[config.mk]
export PLATFORM = sky130hd
export DESIGN_NAME = regulator_supervisor
export DESIGN_NICKNAME = d
export VERILOG_FILES = /design/src/pkg/regsup_pkg.sv /design/src/hw/regulator_supervisor.sv
export SDC_FILE = /design/constraint.sdc
export NUM_CORES = 1
export LEC_CHECK = 0
export BUFFER_PORTS_ARGS = -buffer_cell sky130_fd_sc_hd__buf_4
export CAP_MARGIN = 20
export CELL_PAD_IN_SITES_DETAIL_PLACEMENT = 1
export CELL_PAD_IN_SITES_GLOBAL_PLACEMENT = 1
export CORE_MARGIN = 3
export CORE_UTILIZATION = 35
export DETAILED_ROUTE_END_ITERATION = 8
export PLACE_DENSITY = 0.69
export SYNTH_ARGS = -nofsm -noshare
export SYNTH_HDL_FRONTEND = slang
export SYNTH_SLANG_ARGS = --single-unit
export TNS_END_PERCENT = 1
[constraint.sdc]
create_clock -name aclk -period 3.1 [get_ports aclk]
set_input_delay 0.155 -clock aclk [delete_from_list [all_inputs] [get_ports aclk]]
set_output_delay 0.155 -clock aclk [all_outputs]
set_load 0.05 [all_outputs]
[src/pkg/regsup_pkg.sv]
// Purpose: shared constants and types for the regulator supervisor
// Assumes: 100 MHz aclk, AXI4-Lite register access with 32-bit data
// Notes:   times are kept in their own unit; cycle counts derive from them
package regsup_pkg;

	// ---------------------------------------------------------------
	// clock and timing
	// ---------------------------------------------------------------
	localparam int CLK_PERIOD_NS   = 10;
	localparam int FAULT_FILT_US   = 20;
	// default only, no figure is given for this filter
	localparam int POR_FILT_US     = 20;
	// defaults only, phase lengths are not given
	localparam int RELOAD_PHASE_NS = 1000;
	localparam int BOOST_PHASE_NS  = 1000;

	// least times: round up to whole cycles
	localparam int FAULT_FILT_CYC  = (FAULT_FILT_US * 1000 + CLK_PERIOD_NS - 1) / CLK_PERIOD_NS;
	localparam int POR_FILT_CYC    = (POR_FILT_US * 1000 + CLK_PERIOD_NS - 1) / CLK_PERIOD_NS;
	localparam int RELOAD_CYC      = (RELOAD_PHASE_NS + CLK_PERIOD_NS - 1) / CLK_PERIOD_NS;
	localparam int BOOST_CYC       = (BOOST_PHASE_NS + CLK_PERIOD_NS - 1) / CLK_PERIOD_NS;

	localparam int FILT_W  = 16;
	localparam int PHASE_W = 12;
	localparam logic [FILT_W-1:0]  FAULT_FILT_CNT = FILT_W'(FAULT_FILT_CYC);
	localparam logic [FILT_W-1:0]  POR_FILT_CNT   = FILT_W'(POR_FILT_CYC);
	localparam logic [PHASE_W-1:0] RELOAD_LAST    = PHASE_W'(RELOAD_CYC - 1);
	localparam logic [PHASE_W-1:0] BOOST_LAST     = PHASE_W'(BOOST_CYC - 1);

	// ---------------------------------------------------------------
	// register map
	// ---------------------------------------------------------------
	localparam int ADDR_W = 8;
	localparam logic [ADDR_W-1:0] ADDR_CTRL   = 8'h00;
	localparam logic [ADDR_W-1:0] ADDR_STATUS = 8'h04;
	localparam logic [ADDR_W-1:0] ADDR_STATE  = 8'h08;

	localparam int CTRL_NTC_EN_BIT  = 0;
	localparam int STATE_BOOT_EN    = 0;
	localparam int STATE_RELOAD     = 1;
	localparam int STATE_BOOST      = 2;
	localparam int STATE_PREREG_ON  = 3;
	localparam int STATE_POR_REQ    = 4;
	localparam int STATE_CONF_LSB   = 16;

	localparam logic CTRL_NTC_EN_RST = 1'h0;
	localparam logic [1:0] RESP_OKAY   = 2'h0;
	localparam logic [1:0] RESP_SLVERR = 2'h2;

	// ---------------------------------------------------------------
	// types
	// ---------------------------------------------------------------
	typedef enum logic [2:0] {
		MODE_INIT,
		MODE_NORMAL,
		MODE_SLEEP,
		MODE_SILENT_BAL,
		MODE_CYCLIC_OFF,
		MODE_CYCLIC_ON
	} op_mode_t;

	typedef enum logic [1:0] {
		BOOT_OFF,
		BOOT_RELOAD,
		BOOT_BOOST
	} boot_state_t;

	localparam int CMP_N       = 10;
	localparam int CMP_ANA_UV  = 2;
	localparam int CMP_CORE_UV = 8;

	// raw comparator outputs, bit order matches the CMP_ indexes
	typedef struct packed {
		logic core_ov;
		logic core_uv;
		logic ref_ov;
		logic ref_uv;
		logic com_ov;
		logic com_uv;
		logic ana_ov;
		logic ana_uv;
		logic pre_ov;
		logic pre_uv;
	} supply_cmp_t;

	typedef struct packed {
		logic core_overvolt_flag;
		logic reference_overvolt_flag;
		logic reference_undervolt_flag;
		logic comm_overvolt_flag;
		logic comm_undervolt_flag;
		logic analog_overvolt_flag;
		logic prereg_overvolt_flag;
		logic prereg_undervolt_flag;
	} supply_flags_t;

endpackage

[src/hw/regulator_supervisor.sv]
// Purpose: supply fault filtering, flags, reset request and bootstrap control
// Assumes: comparators are asynchronous; mode input is on aclk
// Notes:   flags clear by writing one to the status register
`timescale 1ns/1ns
module regulator_supervisor
	import regsup_pkg::*;
(
	input  wire logic              aclk,
	input  wire logic              aresetn,
	input  wire supply_cmp_t       supply_cmp,
	input  wire op_mode_t          op_mode,
	output logic                   prereg_enable_q,
	output logic                   ntc_ref_enable_q,
	output logic                   boot_reload_q,
	output logic                   boot_boost_q,
	output logic                   por_request_q,
	input  wire logic [ADDR_W-1:0] s_axi_awaddr,
	input  wire logic              s_axi_awvalid,
	output logic                   s_axi_awready,
	input  wire logic [31:0]       s_axi_wdata,
	input  wire logic [3:0]        s_axi_wstrb,
	input  wire logic              s_axi_wvalid,
	output logic                   s_axi_wready,
	output logic [1:0]             s_axi_bresp,
	output logic                   s_axi_bvalid,
	input  wire logic              s_axi_bready,
	input  wire logic [ADDR_W-1:0] s_axi_araddr,
	input  wire logic              s_axi_arvalid,
	output logic                   s_axi_arready,
	output logic [31:0]            s_axi_rdata,
	output logic [1:0]             s_axi_rresp,
	output logic                   s_axi_rvalid,
	input  wire logic              s_axi_rready
);

	// ---------------------------------------------------------------
	// comparator synchroniser
	// ---------------------------------------------------------------
	logic [CMP_N-1:0] cmp_meta_q;
	supply_cmp_t      cmp_sync_q;

	always_ff @(posedge aclk) begin
		if (!aresetn) begin
			cmp_meta_q <= '0;
			cmp_sync_q <= '0;
		end else begin
			cmp_meta_q <= supply_cmp;
			cmp_sync_q <= cmp_meta_q;
		end
	end

	// ---------------------------------------------------------------
	// persistence filters
	// ---------------------------------------------------------------
	function automatic logic [FILT_W-1:0] filt_limit(input int idx);
		if (idx == CMP_ANA_UV || idx == CMP_CORE_UV) begin
			return POR_FILT_CNT;
		end
		return FAULT_FILT_CNT;
	endfunction

	logic [CMP_N-1:0] conf;

	genvar gi;
	generate
		for (gi = 0; gi < CMP_N; gi++) begin : g_filt
			logic [FILT_W-1:0] cnt_d;
			logic [FILT_W-1:0] cnt_q;

			always_comb begin
				cnt_d = cnt_q;
				if (!cmp_sync_q[gi]) begin
					cnt_d = '0;
				end else if (cnt_q != filt_limit(gi)) begin
					cnt_d = cnt_q + 1'b1;
				end
			end

			always_ff @(posedge aclk) begin
				if (!aresetn) begin
					cnt_q <= '0;
				end else begin
					cnt_q <= cnt_d;
				end
			end

			// saturated counter marks a condition that outlasted its filter
			assign conf[gi] = (cnt_q == filt_limit(gi));
		end
	endgenerate

	// ---------------------------------------------------------------
	// latched flags and reset request
	// ---------------------------------------------------------------
	supply_cmp_t   conf_s;
	supply_flags_t set_flags;
	supply_flags_t clr_flags;
	supply_flags_t flags_d;
	supply_flags_t flags_q;
	logic          por_request_d;

	assign conf_s = conf;

	always_comb begin
		set_flags = '0;
		set_flags.prereg_undervolt_flag    = conf_s.pre_uv;
		set_flags.prereg_overvolt_flag     = conf_s.pre_ov;
		set_flags.analog_overvolt_flag     = conf_s.ana_ov;
		set_flags.comm_undervolt_flag      = conf_s.com_uv;
		set_flags.comm_overvolt_flag       = conf_s.com_ov;
		set_flags.reference_undervolt_flag = conf_s.ref_uv;
		set_flags.reference_overvolt_flag  = conf_s.ref_ov;
		set_flags.core_overvolt_flag       = conf_s.core_ov;
		// set wins over a clear in the same cycle
		flags_d = (flags_q & ~clr_flags) | set_flags;
		// analog undervolt gives no flag, only the reset request
		por_request_d = conf_s.ana_uv | conf_s.core_uv;
	end

	always_ff @(posedge aclk) begin
		if (!aresetn) begin
			flags_q       <= '0;
			por_request_q <= 1'b0;
		end else begin
			flags_q       <= flags_d;
			por_request_q <= por_request_d;
		end
	end

	// ---------------------------------------------------------------
	// regulator enables
	// ---------------------------------------------------------------
	logic prereg_enable_d;
	logic ntc_en_d;
	logic ntc_en_q;

	always_comb begin
		prereg_enable_d = 1'b1;
		case (op_mode)
			MODE_SLEEP,
			MODE_SILENT_BAL,
			MODE_CYCLIC_OFF: begin
				prereg_enable_d = 1'b0;
			end
			default: begin
				prereg_enable_d = 1'b1;
			end
		endcase
	end

	always_ff @(posedge aclk) begin
		if (!aresetn) begin
			prereg_enable_q  <= 1'b1;
			ntc_ref_enable_q <= CTRL_NTC_EN_RST;
		end else begin
			prereg_enable_q  <= prereg_enable_d;
			ntc_ref_enable_q <= ntc_en_d;
		end
	end

	assign ntc_en_q = ntc_ref_enable_q;

	// ---------------------------------------------------------------
	// bootstrap sequencer
	// ---------------------------------------------------------------
	boot_state_t        boot_d;
	boot_state_t        boot_q;
	logic [PHASE_W-1:0] phase_cnt_d;
	logic [PHASE_W-1:0] phase_cnt_q;
	logic               boot_allowed;

	// overvolt uses the live comparator, not the filtered flag
	assign boot_allowed = (op_mode == MODE_NORMAL)
		&& !flags_q.prereg_undervolt_flag
		&& !cmp_sync_q.pre_ov;

	always_comb begin
		boot_d      = boot_q;
		phase_cnt_d = phase_cnt_q + 1'b1;
		case (boot_q)
			BOOT_OFF: begin
				phase_cnt_d = '0;
				if (boot_allowed) begin
					boot_d = BOOT_RELOAD;
				end
			end
			BOOT_RELOAD: begin
				if (phase_cnt_q == RELOAD_LAST) begin
					boot_d      = BOOT_BOOST;
					phase_cnt_d = '0;
				end
			end
			BOOT_BOOST: begin
				if (phase_cnt_q == BOOST_LAST) begin
					boot_d      = BOOT_RELOAD;
					phase_cnt_d = '0;
				end
			end
			default: begin
				boot_d      = BOOT_OFF;
				phase_cnt_d = '0;
			end
		endcase
		if (!boot_allowed) begin
			boot_d      = BOOT_OFF;
			phase_cnt_d = '0;
		end
	end

	always_ff @(posedge aclk) begin
		if (!aresetn) begin
			boot_q        <= BOOT_OFF;
			phase_cnt_q   <= '0;
			boot_reload_q <= 1'b0;
			boot_boost_q  <= 1'b0;
		end else begin
			boot_q        <= boot_d;
			phase_cnt_q   <= phase_cnt_d;
			boot_reload_q <= (boot_d == BOOT_RELOAD);
			boot_boost_q  <= (boot_d == BOOT_BOOST);
		end
	end

	// ---------------------------------------------------------------
	// axi4-lite slave
	// ---------------------------------------------------------------
	function automatic logic is_mapped(input logic [ADDR_W-1:0] a);
		return (a == ADDR_CTRL) || (a == ADDR_STATUS) || (a == ADDR_STATE);
	endfunction

	logic              aw_hold_d;
	logic              aw_hold_q;
	logic [ADDR_W-1:0] aw_addr_d;
	logic [ADDR_W-1:0] aw_addr_q;
	logic              w_hold_d;
	logic              w_hold_q;
	logic [31:0]       w_data_d;
	logic [31:0]       w_data_q;
	logic              w_strb0_d;
	logic              w_strb0_q;
	logic              awready_d;
	logic              wready_d;
	logic              bvalid_d;
	logic [1:0]        bresp_d;
	logic              arready_d;
	logic              rvalid_d;
	logic [1:0]        rresp_d;
	logic [31:0]       rdata_d;
	logic              do_write;
	logic [31:0]       state_word;

	always_comb begin
		state_word = '0;
		state_word[STATE_BOOT_EN]   = boot_allowed;
		state_word[STATE_RELOAD]    = boot_reload_q;
		state_word[STATE_BOOST]     = boot_boost_q;
		state_word[STATE_PREREG_ON] = prereg_enable_q;
		state_word[STATE_POR_REQ]   = por_request_q;
		state_word[STATE_CONF_LSB +: CMP_N] = conf;
	end

	always_comb begin
		aw_hold_d = aw_hold_q;
		aw_addr_d = aw_addr_q;
		w_hold_d  = w_hold_q;
		w_data_d  = w_data_q;
		w_strb0_d = w_strb0_q;
		bvalid_d  = s_axi_bvalid && !s_axi_bready;
		bresp_d   = s_axi_bresp;
		clr_flags = '0;
		ntc_en_d  = ntc_en_q;
		if (s_axi_awvalid && s_axi_awready) begin
			aw_hold_d = 1'b1;
			aw_addr_d = s_axi_awaddr;
		end
		if (s_axi_wvalid && s_axi_wready) begin
			w_hold_d  = 1'b1;
			w_data_d  = s_axi_wdata;
			w_strb0_d = s_axi_wstrb[0];
		end
		do_write = aw_hold_q && w_hold_q && !s_axi_bvalid;
		if (do_write) begin
			aw_hold_d = 1'b0;
			w_hold_d  = 1'b0;
			bvalid_d  = 1'b1;
			bresp_d   = is_mapped(aw_addr_q) ? RESP_OKAY : RESP_SLVERR;
			if (w_strb0_q && aw_addr_q == ADDR_CTRL) begin
				ntc_en_d = w_data_q[CTRL_NTC_EN_BIT];
			end
			if (w_strb0_q && aw_addr_q == ADDR_STATUS) begin
				clr_flags = w_data_q[$bits(supply_flags_t)-1:0];
			end
		end
		awready_d = !aw_hold_d && !bvalid_d;
		wready_d  = !w_hold_d && !bvalid_d;
	end

	always_comb begin
		rvalid_d = s_axi_rvalid && !s_axi_rready;
		rresp_d  = s_axi_rresp;
		rdata_d  = s_axi_rdata;
		if (s_axi_arvalid && s_axi_arready) begin
			rvalid_d = 1'b1;
			rresp_d  = is_mapped(s_axi_araddr) ? RESP_OKAY : RESP_SLVERR;
			case (s_axi_araddr)
				ADDR_CTRL: begin
					rdata_d = 32'(ntc_en_q);
				end
				ADDR_STATUS: begin
					rdata_d = 32'(flags_q);
				end
				ADDR_STATE: begin
					rdata_d = state_word;
				end
				default: begin
					rdata_d = '0;
				end
			endcase
		end
		arready_d = !rvalid_d;
	end

	always_ff @(posedge aclk) begin
		if (!aresetn) begin
			aw_hold_q     <= 1'b0;
			aw_addr_q     <= '0;
			w_hold_q      <= 1'b0;
			w_data_q      <= '0;
			w_strb0_q     <= 1'b0;
			s_axi_awready <= 1'b0;
			s_axi_wready  <= 1'b0;
			s_axi_bvalid  <= 1'b0;
			s_axi_bresp   <= RESP_OKAY;
			s_axi_arready <= 1'b0;
			s_axi_rvalid  <= 1'b0;
			s_axi_rresp   <= RESP_OKAY;
			s_axi_rdata   <= '0;
		end else begin
			aw_hold_q     <= aw_hold_d;
			aw_addr_q     <= aw_addr_d;
			w_hold_q      <= w_hold_d;
			w_data_q      <= w_data_d;
			w_strb0_q     <= w_strb0_d;
			s_axi_awready <= awready_d;
			s_axi_wready  <= wready_d;
			s_axi_bvalid  <= bvalid_d;
			s_axi_bresp   <= bresp_d;
			s_axi_arready <= arready_d;
			s_axi_rvalid  <= rvalid_d;
			s_axi_rresp   <= rresp_d;
			s_axi_rdata   <= rdata_d;
		end
	end

endmodule

Word level (Yosys, flattened, before mapping) --
Index checks and enable logic that the tools add are counted.
Storage, ports and cells: register bits after elaboration 267, bits in latches 0, memory bits (writable) 0, memory bits (read-only) 0, input bits 72, output and inout port bits 46, word-level logic and storage cells 159, memories kept 0
Cells by class: add/subtract/negate cells 11, $mul 0, div/mod/pow operators 0, $lt $le $gt $ge 0, equality and inequality tests 33, shift-type cells 0, multiplexer cells 16, bitwise gates (word level) 7, reduce and logical (&&, ||, !) cells 43
Operators with widths (number):
- 16-bit by 1-bit adder with 16-bit output, second input constant | 10
- 16-bit by 11-bit equality test with 1-bit output, second input constant | 10
- 16-bit by 11-bit != test with 1-bit output, second input constant | 10
- 26-bit case mux with 3 select lines | 1
- 2-bit AND reduction | 11
- 8-bit by 3-bit equality test with 1-bit output, second input constant | 2
- 8-bit by 4-bit equality test with 1-bit output, second input constant | 2
- 8-bit zero test | 2
- 8-bit two-way mux | 2
- 1-bit logical AND | 13
- 12-bit by 1-bit adder with 12-bit output, second input constant | 1
- 12-bit by 7-bit equality test with 1-bit output, second input constant | 1
- 2-bit two-way mux | 5
- 1-bit zero test | 9
- 8-bit bitwise AND | 1
- 8-bit inverter | 1
- 8-bit OR | 1
- 1-bit two-way mux | 7
- 3-bit by 2-bit equality test with 1-bit output, second input constant | 2
- 2-bit case mux with 3 select lines | 1
- 2-bit by 1-bit equality test with 1-bit output, second input constant | 2
- 2-bit equality test, second input constant | 2
- 1-bit logical OR | 4
- 4-bit OR reduction | 1
- other kinds (7) | 9

Longest topological paths before layout --
Gate-level depths: netlist (run 1).
depth in word-level cells 7, mapped depth 6

Worst setup path before layout (run 1) --
Ideal clock, no wire load.
path type reg-to-reg, start reg s_axi_arready, end reg s_axi_rdata[20], library setup time 0.070 ns, arrival time 1.948 ns, required time 3.030 ns, path slack 1.081 ns, stages on the path, launching flop included 6, path buffers 1, period minus slack after synthesis 2.019 ns, path through dfxtp_1 -> nand2_1 -> or4_4 -> buf_6 -> or3_1 -> a21oi_1
Between the ends: word-level cells in the longest chain between the ends 1
Ends and longest elaborated chain:
- start, declared | RTL line regulator_supervisor.sv:29 | output logic s_axi_arready,
- start signal, assigned | RTL line regulator_supervisor.sv:348 | s_axi_arready <= arready_d;
- 1-bit logical AND | RTL line regulator_supervisor.sv:302 | if (s_axi_arvalid && s_axi_arready) begin
- end signal, assigned | RTL line regulator_supervisor.sv:351 | s_axi_rdata <= rdata_d;
- end, declared | RTL line regulator_supervisor.sv:30 | output logic [31:0] s_axi_rdata,
No other way between the ends. A chain may end at the register's enable or synchronous reset.

Final worst setup path (run 1) --
start in op_mode[1], end reg phase_cnt_q[6]
Between the ends: word-level cells in the longest chain between the ends 5
Ends and longest elaborated chain:
- start, declared | RTL line regulator_supervisor.sv:11 | input wire op_mode_t op_mode,
- 3-bit by 1-bit equality test with 1-bit output | RTL line regulator_supervisor.sv:173 | assign boot_allowed = (op_mode == MODE_NORMAL)
- 1-bit logical AND | RTL line regulator_supervisor.sv:174 | && !flags_q.prereg_undervolt_flag
- 1-bit logical AND | RTL line regulator_supervisor.sv:175 | && !cmp_sync_q.pre_ov;
- 1-bit inverter (no source line)
- 4-bit OR reduction (no source line)
- end signal, assigned | RTL line regulator_supervisor.sv:218 | phase_cnt_q <= phase_cnt_d;
- end, declared | RTL line regulator_supervisor.sv:169 | logic [PHASE_W-1:0] phase_cnt_q;
No other way between the ends.

==> run metrics, run 1 <==
status=finished, final reports clean; largest net degree at the start of global routing=49; Die ar.=0.0339 mm²; Total Neg Setup Slack=0 ps; Slew @ Worst Pin=630 ps; critical-path cell list=dlygate4sd3_1 -> buf_4 -> or4b_1 -> or3_1 -> or3_4 -> nor2_1; top post-synthesis cells by area=dfxtp_1 45%, xor2_1 6.2%, nand2_1 4.8%; Post-Synth Simple-Gate Area=30.6%; Starting Density=35.9%; crit path DAT=2510 ps; Pleak=4.58 nW; gr ovfl total=0; worst relative slew slack=57.9%; Synth Area in Adders=2.70%; synthesized flop and latch total=251; # rows=64; Hold Vio Cnt, Final=0; Critical Path End Type=flop; Worst-Skew Late Latency=550 ps; sequential power share=46.0%; final net count=1499; Max Slew Vio Count=0; Setup Skew=9.41 ps; post-synthesis xor/xnor area fraction=7.65%; share of cells above drive strength 1=9.27%; vias in the first global route=9547; complex-gate fraction of the synthesized area=9.49%; post-DP HPWL=19.5 mm; fillers=3627; post-synthesis mux area share=0.462%; All-Layer GR Usage=16.6%; Pwr Total=7.15 mW; Clock Tree Root=clkbuf_16; Avg WL per Cell=15.5 µm; Int Pwr=5.58 mW; Synth top area share=45.3%; DR iter-0 viols=387; max-cap violations=0; fin crit share=65.6%; Worst path max stage delay=650 ps; largest family of logic cells by synthesized area=simple AND/OR/NAND/NOR gates; initial antenna violation count=1; Synth async-reset ratio=0%; # setup viols final=0; fin cells=1820; area grow syn2layout=19.4%; Ant. Diodes=0; Pre-antenna DRT Iters=4; Ports=118; crit-path max FO=12; Mapped Area=0.0111 mm²; Clk pwr share=49.9%; Psw=1.57 mW; post_cts resized=0; CP max-delay cell=or4b_1; via count=9436; leading area contributor after synthesis=dfxtp_1; Pwr Density=539 mW/mm²; placer congestion estimate=0.767; Post-CTS Setup Bufs=0; sequential fraction of the synthesis area=45.3%; Sw Ratio=22.0%; fmax=492 MHz; crit start category=primary input; floorplan core area=0.0309 mm²; DRT antenna net count=0; CTS clk-pin slew, worst paths=60 ps; most common cell after layout, fill and taps aside=dfxtp_1; Die W=184 µm; CTS sink count=251; clock tree from TritonCTS=built; Worst VDD drop=0.418 mV; Crit Path Class=in2reg; CTS H-Tree Depth=1; final WL=28.3 mm; residual DRC count=0; Hold-fix buffers, CTS=32; Cells after Synth=1308; synth unique cells=51; Top FF cell, synth=dfxtp_1; number of synthesized flops with an enable pin=0; first-pass GRT wire length=47.3 mm; IO Port Bufs=74; Gate power share=4.1%; Min-Delay Path Class=in2reg; Ys Warns=0; Die H=184 µm; most used cells in the layout excluding fill and tap cells=251 x dfxtp_1, 141 x nand2_1, 137 x nor2_1, 103 x a21oi_1, 78 x xor2_1; CP required=3580 ps; total CTS buffers=29; drt via density=5.18; # placed instances=1736; clock tree buffer depth=3; Period minus WS final=2030 ps; Mean Syn Cell Area=8.49 µm²; RSZ-0062 raised after global routing=no
## flip-flops by register name, summed over array words and instances, names as in the netlist, 2 cells and up
| name | cells |
|---|---|
| aw_addr_q | 8 |
| boot_q | 2 |
| cmp_meta_q | 10 |
| cmp_sync_q | 10 |
| flags_q | 8 |
| g_filt.cnt_q | 160 |
| phase_cnt_q | 12 |
| s_axi_rdata | 18 |
| w_data_q | 8 |
## critical path, delay by kind of cell
kind                   cells  cell delay (ps)
buffers and inverters      2              700
and+or+nand+nor            4             1670
## cells in the mapped netlist, types with 3 or more instances
cell / count
a21oi_1: 103
a22o_1: 3
a22oi_1: 3
and2_0: 3
and2_1: 49
and3_1: 20
and4_1: 25
buf_4: 16
clkbuf_1: 40
dfxtp_1: 251
ha_1: 24
inv_1: 34
mux2i_1: 4
nand2_1: 141
nand2b_1: 13
nand3_1: 76
nand3b_1: 3
nand4_1: 58
nor2_1: 137
nor2b_1: 19
nor3_1: 27
nor4_1: 3
nor4b_1: 14
nor4bb_1: 3
o211ai_1: 5
o21ai_0: 47
o311ai_0: 3
o31ai_1: 12
or3_1: 28
or4_1: 20
xnor2_1: 19
xor2_1: 78
## per-stage QoR
stage | utilization [%] | hold slack [ps] | area (µm²) | setup WS [ps]
after floorplan | - | 282 | 11200 | 1080
after global placement | 38.6 | 365 | 11900 | 1100
after detailed placement | 38.6 | 367 | 11900 | 1080
after CTS | 42.9 | 26.9 | 13300 | 1080
after global routing | 42.9 | 80.2 | 13300 | 882
final | 42.9 | 55.1 | 13300 | 1070
## layout make-up
class | instances | area (µm²) | area share, %
Sequential cell | 251 | 5020 | 37.9
Clock inverter | 13 | 174 | 1.31
Multi-Input combinational cell | 978 | 5710 | 43.0
Clock buffer | 39 | 833 | 6.28
Tap cell | 396 | 495 | 3.74
Timing Repair Buffer | 109 | 898 | 6.77
Inverter | 34 | 128 | 0.962
## power groups by stage
stage	sequential (mW)	clock [mW]	combinational, mW
5_1_grt	3.29	3.82	0.323
2_1_floorplan	3.37	0	0.157
3_3_place_gp	3.36	0	0.261
3_5_place_dp	3.36	0	0.265
6_report	3.29	3.57	0.296
4_1_cts	3.29	3.68	0.298
## layer usage
layer,GRT usage [%],up-vias,wire length (µm)
met3,2.74,44,1030
met4,3.93,2,619
met2,28.5,109,13100
met1,21.9,4554,13500
met5,0,-,7
li1,-,4727,-
## kinds of logic (layout without fill, tap and decap cells)
family	Yosys count	after routing
flops	251	251
xor+xnor	97	97
compound gates	188	188
mux	5	5
fa+ha+maj	24	24
buf+inv	94	195
simple gates	648	648
other cells	1	16
## path summary, 6_finish.rpt
kind	startpoint	end	slack [ps]	cells past startpoint
setup / recovery	op_mode[1]	phase_cnt_q[6]	1070	6
setup reg to reg	phase_cnt_q[0]	boot_reload_q	1080	5
hold reg to reg	cmp_meta_q[8]	cmp_sync_q[8]	430	1
hold / removal	s_axi_araddr[2]	s_axi_rdata[4]	60	4
Power figures use the tool's default switching activity.
==> inputs of run 2 (changes only) <==
- PLACE_DENSITY: 0.69 -> 0.72
- clock period: 3.1 -> 1.63 ns (I/O delays scaled with it)
==> run metrics, run 2 (same netlist as run 1, synthesis figures left out) <==
CTS sink count=251 (unchanged); Total Neg Setup Slack=-2070 ps (-2070 ps); # setup viols final=16 (+16); Starting Density=35.9% (unchanged); Pleak=5.23 nW (+14%); Pwr Density=897 mW/mm² (+66%); final net count=1630 (+8.7%); Worst VDD drop=0.850 mV (+100%); All-Layer GR Usage=18.1% (+1.5 points); Post-CTS Setup Bufs=0 (unchanged); gr ovfl total=0 (unchanged); CTS clk-pin slew, worst paths=60 ps (about the same); r2r setup slk=-180 ps (-1260 ps); fin crit share=111%; Die H=184 µm (unchanged); total CTS buffers=28 (-3.4%); R2R cell count=4 (-1); Ant. Diodes=0 (unchanged); Top reg by flops=g_filt.cnt_q; Max Slew Vio Count=0 (unchanged); Pre-antenna DRT Iters=4 (unchanged); Crit path buffers/inverters=1 (-1); Worst path max stage delay=520 ps (-130 ps); post-DP HPWL=21.7 mm (+11%); residual DRC count=0 (unchanged); crit-path max FO=2 (-10); initial antenna violation count=0 (-1); fmax=553 MHz; IO Port Bufs=74 (unchanged); final WL=31.7 mm (+12%); Die W=184 µm (unchanged); CP max-delay cell=or4b_4; Setup crit end=boot_reload_q; violated checks=negative hold slack, negative setup slack; DR iter-0 viols=370 (-4.4%); # rows=64 (unchanged); CTS H-Tree Depth=1 (unchanged); top flop regs=g_filt.cnt_q x160, s_axi_rdata x18, phase_cnt_q x12; drt via density=5.18 (about the same); Clock Tree Root=clkbuf_16; Avg WL per Cell=16.3 µm (+4.6%); DRT antenna net count=0 (unchanged); largest net degree at the start of global routing=49 (unchanged); first-pass GRT wire length=51.4 mm (+8.8%); area grow syn2layout=29.3%; WP depth=4 (-2); Setup Skew=14.8 ps (+5.39 ps); CP delay by family, top=simple AND/OR/NAND/NOR gates; Hold WS=-0.846 ps (-55.9 ps); Ports=118 (unchanged); most common cell after layout, fill and taps aside=dfxtp_1; Worst-Skew Late Latency=550 ps (about the same); reg-to-reg endpoint=boot_reload_q; RSZ-0062 raised after global routing=yes; PnR worst setup slack=-178 ps (-1250 ps); vias in the first global route=10413 (+9.1%); crit path DAT=2250 ps (-260 ps); Period minus WS final=1810 ps; clock tree buffer depth=3 (unchanged); critical-path cell list=or4b_4 -> buf_4 -> or4_4 -> o211a_1; crit start category=flop; share of cells above drive strength 1=18.6% (+9.4 points); max-cap violations=0 (unchanged); Util after Layout=46.5% (+3.5 points); FF-to-FF Start=flags_q[0]; Hold Vio Cnt, Final=1 (+1); via count=10112 (+7.2%); clock tree from TritonCTS=built; max reg flops=160 (unchanged); CP required=2070 ps (-1510 ps); Min-Delay Path Class=in2reg; Crit Path Class=reg2reg; most used cells in the layout excluding fill and tap cells=244 x dfxtp_1, 197 x buf_4, 141 x nand2_1, 136 x nor2_1, 102 x a21oi_1; placer congestion estimate=0.799 (+4.1%); Critical Path End Type=flop; status=finished with violations; Die ar.=0.0339 mm² (unchanged); Critical Path Source=flags_q[0]; floorplan core area=0.0309 mm² (unchanged)
## run 2: per-stage QoR
step	instance area, µm²	hold WS (ps)	setup slack, ps	cells	power, mW
2_1_floorplan	11200	209	-146	1323	6.71
3_3_place_gp	12900	292	-252	1859	6.92
3_5_place_dp	12900	296	-278	1859	6.93
4_1_cts	14200	0.210	-213	1951	13.1
5_1_grt	14400	17.8	-248	1951	13.4
6_report	14400	-0.846	-178	1951	12.9
## run 2: power breakdown
group / internal [mW] / total (mW) / switching (mW) / leakage (nW)
Clock: 3.45 / 5.99 / 2.55 / 0.428
Combinational: 0.257 / 0.631 / 0.374 / 2.77
Sequential: 6.20 / 6.26 / 0.0511 / 2.03
Total: 9.91 / 12.9 / 2.97 / 5.23
## run 2: metal layers
| layer | GRT usage (%) | routed length (µm) | vias up |
|---|---|---|---|
| li1 | - | - | 5014 |
| met1 | 22.9 | 14300 | 4942 |
| met2 | 32.7 | 15900 | 114 |
| met3 | 2.33 | 849 | 42 |
| met4 | 4.17 | 665 | 0 |
| met5 | 0 | 0 | - |
## run 2: how the worst min path moves through the flow
stage / start / end / depth (start not counted)
floorplan: supply_cmp[0] / cmp_meta_q[0] / 1
global placement: supply_cmp[4] / cmp_meta_q[4] / 2
detailed placement: supply_cmp[4] / cmp_meta_q[4] / 2
CTS: s_axi_awvalid / aw_addr_q[4] / 4
global route: s_axi_awvalid / s_axi_awready / 3
finish: s_axi_awvalid / s_axi_awready / 3
## run 2: worst reg2reg max path: cells and delay by family, from the launching register on
family                 cells  cell delay, ps
and+or+nand+nor            2            1000
DFF                        1             310
AOI/OAI and AO/OA          1             220
buffers and inverters      1             160
## run 2: timing repair
action / CTS / global route
pin swaps: 5 / 7
hold buffers: 40 / 0
cloned: 1 / 0
hold endpoints to repair: 35 / 0
endpoints found under the setup margin: 23 / 81
resized for setup: 10 / 39
## run 2: final cells by class
cell class                 instances  area, µm²
fill                            3673      16600
multi-input combinational        979       5910
sequential                       251       5040
timing repair buffer             240       1920
clock buffer                      45        825
tap                              396        495
inverter                          34        128
clock inverter                     6       41.3
